<file path="src/xie_regs.svh">
// Timing, field and reset constants for the exclusive-OR execute block.
`ifndef XIE_REGS_SVH
`define XIE_REGS_SVH
`define XIE_CLK_PERIOD_NS 10
`define XIE_OSC_PER_INSTR 4
`define XIE_INSTR_PERIOD_NS (`XIE_OSC_PER_INSTR * `XIE_CLK_PERIOD_NS)
`define XIE_INSTR_PERIOD_CYC (`XIE_INSTR_PERIOD_NS / `XIE_CLK_PERIOD_NS)
`define XIE_IMM_OPCODE 4'hF
`define XIE_IMM_OP_MSB 11
`define XIE_IMM_OP_LSB 8
`define XIE_REG_OPCODE 6'h06
`define XIE_REG_OP_MSB 11
`define XIE_REG_OP_LSB 6
`define XIE_DEST_BIT 5
`define XIE_FADDR_MSB 4
`define XIE_LIT_MSB 7
`define XIE_ACC_RESET 8'h00
`define XIE_ZERO_RESET 1'h0
`define XIE_INSTR_RESET 12'h000
`define XIE_FADDR_RESET 5'h00
`define XIE_FDATA_RESET 8'h00
`endif

</file>
<file path="src/xie_pkg.sv">
// Types shared by the exclusive-OR execute block.
package xie_pkg;
    typedef logic [11:0] xie_instr_t;
    typedef logic [7:0] xie_byte_t;
    typedef logic [4:0] xie_faddr_t;
    typedef enum logic [1:0] {PH_FETCH, PH_READ, PH_EXEC, PH_DONE} xie_phase_t;
endpackage : xie_pkg

</file>
<file path="src/xie_mem_if.sv">
// Port bundle between the execute controller and the file-register memory.
interface xie_mem_if;
    import xie_pkg::*;
    xie_faddr_t addr;
    logic wrEn;
    xie_byte_t wrData;
    xie_byte_t rdData;
    modport ctrl (output addr, output wrEn, output wrData, input rdData);
    modport mem (input addr, input wrEn, input wrData, output rdData);
endinterface : xie_mem_if

</file>
<file path="src/xie_file_mem.sv">
// Thirty-two entry file-register memory with registered read data.
module xie_file_mem #(
    parameter int DEPTH = 32,
    parameter int WIDTH = 8
) (
    input wire logic clk,
    xie_mem_if.mem port
);
    import xie_pkg::*;

    logic [WIDTH-1:0] store_q [DEPTH];
    logic [WIDTH-1:0] rdData_q;
    logic [WIDTH-1:0] rdData_d;

    // Read is taken before the write of the same edge, so it returns the old word.
    always_comb
    begin
        rdData_d = store_q[port.addr];
    end

    // Storage holds no reset; software-visible contents are defined by preloads.
    always_ff @(posedge clk)
    begin
        rdData_q <= rdData_d;
        if (port.wrEn)
        begin
            store_q[port.addr] <= port.wrData;
        end
    end

    assign port.rdData = rdData_q;
endmodule : xie_file_mem

</file>
<file path="src/xie_xor_execute.sv">
// Execute datapath for the immediate and register exclusive-OR instructions.
// Function
// - Immediate opcode XORs accumulator with literal byte.
// - Register opcode XORs accumulator with addressed file.
// - Destination bit 0 writes accumulator, file unchanged.
// - Register-opcode destination bit 1 writes file, accumulator unchanged.
// - Each instruction takes four clock periods.
`include "xie_regs.svh"
module xie_xor_execute (
    input wire logic clk,
    input wire logic rst,
    input wire logic instrValid,
    input xie_pkg::xie_instr_t instrWord,
    input wire logic preloadEn,
    input xie_pkg::xie_faddr_t preloadAddr,
    input xie_pkg::xie_byte_t preloadData,
    output xie_pkg::xie_byte_t accOut,
    output logic zeroFlag,
    output logic busy,
    output logic done,
    output logic fileWrEn,
    output xie_pkg::xie_faddr_t fileWrAddr,
    output xie_pkg::xie_byte_t fileWrData
);
    import xie_pkg::*;

    // One instruction, counted from the edge that takes it:
    // the first phase puts the file address on the memory port,
    // the second sees the registered read word and forms the result,
    // the third shows done for one cycle while busy is still high.
    // A new word is therefore taken every fourth edge at the earliest,
    // so one instruction period is four clock periods.
    // Other opcodes are left alone so that the rest of the core
    // can share the instruction port with this block.

    // Carrier between this controller and the file-register memory.
    xie_mem_if memBus ();

    // Phase sequencer state.
    xie_phase_t phase_q;
    xie_phase_t phase_d;
    // Instruction word held for the whole period.
    xie_instr_t instr_q;
    xie_instr_t instr_d;
    // Architectural results.
    xie_byte_t acc_q;
    xie_byte_t acc_d;
    logic zero_q;
    logic zero_d;
    // Handshake and file write-back outputs.
    logic busy_q;
    logic busy_d;
    logic done_q;
    logic done_d;
    logic fileWrEn_q;
    logic fileWrEn_d;
    xie_faddr_t fileWrAddr_q;
    xie_faddr_t fileWrAddr_d;
    xie_byte_t fileWrData_q;
    xie_byte_t fileWrData_d;
    // Datapath nets of the current phase.
    xie_byte_t result;
    logic isImm;
    logic toFile;

    // Opcode decode, used at fetch; the immediate decode is used again at execute.
    function automatic logic is_xor_imm(input xie_instr_t w);
        is_xor_imm = (w[`XIE_IMM_OP_MSB:`XIE_IMM_OP_LSB] == `XIE_IMM_OPCODE);
    endfunction : is_xor_imm

    function automatic logic is_xor_reg(input xie_instr_t w);
        is_xor_reg = (w[`XIE_REG_OP_MSB:`XIE_REG_OP_LSB] == `XIE_REG_OPCODE);
    endfunction : is_xor_reg

    // File address field, used by the read and by the write-back report.
    function automatic xie_faddr_t file_addr_of(input xie_instr_t w);
        file_addr_of = w[`XIE_FADDR_MSB:0];
    endfunction : file_addr_of

    // The file registers sit in their own memory with a registered read port.
    xie_file_mem #(
        .DEPTH(32),
        .WIDTH(8)
    ) fileMem (
        .clk(clk),
        .port(memBus)
    );

    // Operand select and the exclusive-OR itself.
    // The file operand is the registered read word, valid only in the execute phase,
    // so the result is not used in the other phases.
    always_comb
    begin
        isImm = is_xor_imm(instr_q);
        toFile = !isImm && instr_q[`XIE_DEST_BIT];
        if (isImm)
        begin
            result = acc_q ^ instr_q[`XIE_LIT_MSB:0];
        end
        else
        begin
            result = acc_q ^ memBus.rdData;
        end
    end

    // Memory port: preloads use it only while idle, so they never collide with a read.
    // The file write-back is issued in the execute phase, on the same edge at which
    // the accumulator would update, so either destination changes at one instant.
    always_comb
    begin
        memBus.addr = file_addr_of(instr_q);
        memBus.wrEn = 1'b0;
        memBus.wrData = result;
        if (phase_q == PH_FETCH)
        begin
            memBus.addr = preloadAddr;
            memBus.wrEn = preloadEn;
            memBus.wrData = preloadData;
        end
        else if (phase_q == PH_EXEC && toFile)
        begin
            memBus.wrEn = 1'b1;
        end
    end

    // Four-phase sequence; a new instruction is only taken in the fetch phase.
    always_comb
    begin
        // Defaults hold every register and keep the pulses low.
        phase_d = phase_q;
        instr_d = instr_q;
        acc_d = acc_q;
        zero_d = zero_q;
        done_d = 1'b0;
        fileWrEn_d = 1'b0;
        fileWrAddr_d = fileWrAddr_q;
        fileWrData_d = fileWrData_q;
        case (phase_q)
            // Idle: take a valid exclusive-OR word; other opcodes pass by.
            PH_FETCH:
            begin
                if (instrValid && (is_xor_imm(instrWord) || is_xor_reg(instrWord)))
                begin
                    instr_d = instrWord;
                    phase_d = PH_READ;
                end
            end
            // The file word is being read; nothing else happens.
            PH_READ:
            begin
                phase_d = PH_EXEC;
            end
            // The result lands in exactly one destination, and in the zero flag.
            PH_EXEC:
            begin
                zero_d = (result == 8'h00);
                if (toFile)
                begin
                    fileWrEn_d = 1'b1;
                    fileWrAddr_d = file_addr_of(instr_q);
                    fileWrData_d = result;
                end
                else
                begin
                    acc_d = result;
                end
                done_d = 1'b1;
                phase_d = PH_DONE;
            end
            // Busy is held one more cycle so that the period is four clocks.
            PH_DONE:
            begin
                phase_d = PH_FETCH;
            end
            default:
            begin
                phase_d = PH_FETCH;
            end
        endcase
        // Busy is known one edge ahead, so its output needs no extra stage.
        busy_d = (phase_d != PH_FETCH);
    end

    // State registers; the memory contents are not reset.
    // A reset in mid-instruction abandons it, though a file write due on that
    // same edge still lands, since the memory has no reset of its own.
    always_ff @(posedge clk)
    begin
        if (rst)
        begin
            phase_q <= PH_FETCH;
            instr_q <= `XIE_INSTR_RESET;
            acc_q <= `XIE_ACC_RESET;
            zero_q <= `XIE_ZERO_RESET;
            busy_q <= 1'b0;
            done_q <= 1'b0;
            fileWrEn_q <= 1'b0;
            fileWrAddr_q <= `XIE_FADDR_RESET;
            fileWrData_q <= `XIE_FDATA_RESET;
        end
        else
        begin
            phase_q <= phase_d;
            instr_q <= instr_d;
            acc_q <= acc_d;
            zero_q <= zero_d;
            busy_q <= busy_d;
            done_q <= done_d;
            fileWrEn_q <= fileWrEn_d;
            fileWrAddr_q <= fileWrAddr_d;
            fileWrData_q <= fileWrData_d;
        end
    end

    // Every output comes straight from a register.
    assign accOut = acc_q;
    assign zeroFlag = zero_q;
    assign busy = busy_q;
    assign done = done_q;
    assign fileWrEn = fileWrEn_q;
    assign fileWrAddr = fileWrAddr_q;
    assign fileWrData = fileWrData_q;
endmodule : xie_xor_execute

</file>
<file path="config.mk">
export PLATFORM = sky130hd
export DESIGN_NAME = xie_xor_execute
export DESIGN_NICKNAME = d
export VERILOG_FILES = /design/src/xie_pkg.sv /design/src/xie_mem_if.sv /design/src/xie_file_mem.sv /design/src/xie_xor_execute.sv
export VERILOG_INCLUDE_DIRS = /design/src
export SDC_FILE = /design/constraint.sdc
export NUM_CORES = 1
export LEC_CHECK = 0
export BUFFER_PORTS_ARGS = -buffer_cell sky130_fd_sc_hd__buf_2
export CORE_MARGIN = 1
export CORE_UTILIZATION = 46
export CTS_BUF_LIST = sky130_fd_sc_hd__clkbuf_8
export CTS_CLUSTER_SIZE = 25
export DETAILED_ROUTE_END_ITERATION = 10
export RECOVER_POWER = 50
export SLEW_MARGIN = 20
export SYNTH_ARGS = -nofsm -noshare
export SYNTH_HDL_FRONTEND = slang
export SYNTH_SLANG_ARGS = --single-unit
</file>
<file path="constraint.sdc">
create_clock -name clk -period 5.7 [get_ports clk]
set_input_delay 0.285 -clock clk [delete_from_list [all_inputs] [get_ports clk]]
set_output_delay 0.285 -clock clk [all_outputs]
set_load 0.02 [all_outputs]
</file>
==> impl_metrics.toml <==
[timing]
rsz0062_at_grt = "false"
setup_viol = 0
relSlewSlack_pct = -2.04
timing.final.crit_share_pct = 70.2
period_needed_ns = 4.00
clock.fmax_mhz = 250
hold_slack_ns = 0.220
tightest_slew_ns = 1.53
worst_slack_ns = 1.70
skew_ns = 0.0231
tns_ns = 0
timing_hold_violations_final = 0
slew_violations = 33

[place]
routabilityCongestion = 0.851
dp_slack_ns = 2.37
io_buffers = 53
placed_area_sq_um = 12300
dp_hpwl_um = 18100

[clocking]
cts_tree = "yes"
cts_root_buffer = "clkbuf_8"
cts_sinks = 303
post_cts_resized = 0
htree_levels = 2
cts_buffer_depth = 3
insertion_delay_ns = 0.57
clk_pin_slew_ns = 0.07
numCtsBuffers = 47
ctsHoldBuffers = 9
postCtsSetupRepairBufs = 0

[global_route]
grt_max_degree = 49
grt_use_total_pct = 22.3
grt.met2_usage_pct = 34.5
met1_usage_pct = 30.3
groute.layer.met3.usage_pct = 5.13
first_global_vias = 6772
grt-busiest-layer = "met2"
antenna_found_initial = 0
grt_overflow = 0
grt_pass1_wl_um = 42400

[floorplanning]
placementRows = 58
start_util_pct = 46.8
die_w_um = 162
ios = 54
die_y_um = 162
core_sq_um = 25100
die_area_sq_um = 26200

[power_and_ir_drop]
p_leak_nw = 4.41
p_int_w = 0.00426
combPwrFrac_pct = 24.8
p_sw_w = 0.00199
seqPwrFrac_pct = 47.1
max-vdd-ir-drop_uv = 292
powerDensity_nw_per_um2 = 469
p_clk_share_pct = 28.1
switching_share_pct = 31.8

[layout]
area_growth_pct = 13.4
postLayoutCellArea_sq_um = 13300
post-route-util_pct = 53.1
drive_gt1_share_pct = 18.4
nets = 810
final_common_cell = "edfxtp_1"
insertedDiodeCount = 0
final_cell_mix = "edfxtp_1 (256), nor2_1 (63), a22oi_1 (56)"

[drt]
viasPerCell = 5.83
drt_iter0_markers = 662
firstDrtPassIters = 11
route.detailed.drc = 1
route.vias.total = 6684
drt_wl_total_um = 28500
postRouteAntennaNets = 0
wire_per_inst_um = 24.9

[critical_path]
path_buf_inv = 2
slowest_stage = "clkbuf_1"
worst-path-max-fanout = 19
critPathKind = "reg -> reg"
required_ns = 5.89
crit_chain = "inv_1 -> ha_1 -> clkbuf_1 -> mux2i_1 -> nor2b_1 -> nand2_1 -> nor2_1"
cp_num_cells = 7
endpoint_kind = "flip-flop"
startpoint_type = "flip-flop"
critPathTopFamily = "simple AND/OR/NAND/NOR gates"
cpPeakStageDelay_ns = 0.90
reg2reg_depth = 7
critPathArrivalTime_ns = 4.19

[synthesis]
ys_seq_elements = 303
async_flop_share_pct = 0
synth_fp_nets = 729
synth-adder-area-share_pct = 0.319
yosysSeqAreaShare_pct = 73.4
synth_mux_area_share_pct = 11.9
synth_xor_area_share_pct = 0.671
synth_top_family_by_area = "multiplexers"
netlist_area_sq_um = 11800
synth_edf_count = 256
synth-compound-area-share_pct = 6.59
synth-main-ff-cell = "edfxtp_1"
synthCells = 697
avgSynthCellArea_sq_um = 16.9
ys_types = 36
synth_simple_gate_area_share_pct = 5.29
synth-warning-count = 0

[flow_run]
cap_violations = 1

[run_status]
status = "finished with violations"
violations = "design-rule violations, max-capacitance violations, max-slew violations"

[hold_path]
hold_depth = 4
hp-class = "in -> reg"
[Yosys cell counts, drive strengths merged (3+ instances only)]
master,instances,share of area (%)
dfxtp,47,8.0
mux2i,23,2.0
a21oi,37,1.6
ha,3,0.32
o32ai,7,0.59
clkbuf,16,0.51
nor2b,3,0.16
nand3,3,0.13
edfxtp,256,65
mux2,8,0.77
mux4,48,9.2
inv,9,0.29
buf,17,0.99
xnor2,7,0.52
nand2,48,1.5
o21ai,12,0.51
nand4,10,0.53
a22oi,56,3.6
or3,7,0.37
o21a,3,0.19
nor2,63,2.0
[worst min-delay path: cells and delay by family]
kind | cells | cell delay, ns
simple gates | 2 | 0.27
buf+inv | 1 | 0.09
compound gates | 1 | 0.08
[layout make-up]
cell class	instances	area (sq um)
fillers	2054	11800
flip-flops and latches	303	8630
multi-input cells	352	2990
clock buffers	51	702
well taps	330	413
repair buffers	65	342
clock inverters	36	216
inverters	9	33.8
[logic make-up (layout without fill, tap and decap cells)]
| family | Yosys count | after routing |
|---|---|---|
| xor+xnor | 9 | 9 |
| flops | 303 | 303 |
| mux | 79 | 79 |
| buf+inv | 42 | 161 |
| compound gates | 117 | 117 |
| simple gates | 144 | 144 |
| fa+ha+maj | 3 | 3 |
[power by group through the flow]
stage	logic (W)	clock network, W	registers (W)
floorplan	0.00102	0	0.00294
global placement	0.00154	0	0.00298
detailed placement	0.00157	0	0.00298
CTS	0.00157	0.00179	0.00293
global route	0.00167	0.00188	0.00295
finish	0.00155	0.00176	0.00294
[final timing paths]
path,startpoint,end,slack [ns]
setup reg to reg,phase_q[0]$_SDFF_PP0_,fileMem.store_q[20][5]$_DFFE_PP_,1.70
setup / recovery,phase_q[0]$_SDFF_PP0_,fileMem.store_q[20][5]$_DFFE_PP_,1.70
hold reg to reg,zeroFlag$_SDFFE_PP0P_,zeroFlag$_SDFFE_PP0P_,0.45
hold / removal,instrWord[8],phase_q[0]$_SDFF_PP0_,0.22
[layer usage]
metal,routed length (um),up-vias
met2,13200,315
met1,12200,3375
met5,0,-
met3,2110,72
li1,-,2922
met4,1060,0
[flip-flops by register name, summed over array words and instances (netlist names)]
register	cells
done	1
fileMem.store_q	256
fileWrAddr	5
busy	1
fileMem.port.rdData	8
phase_q	2
fileWrData	8
accOut	8
fileWrEn	1
instr_q	12
zeroFlag	1
[through the flow]
step                      power (W)  instances
after global routing        0.00650       1146
after global placement      0.00452       1050
after CTS                   0.00629       1146
after floorplan             0.00395        697
after detailed placement    0.00454       1050
final                       0.00625       1146
No activity file was read; power rests on OpenSTA's default activity.
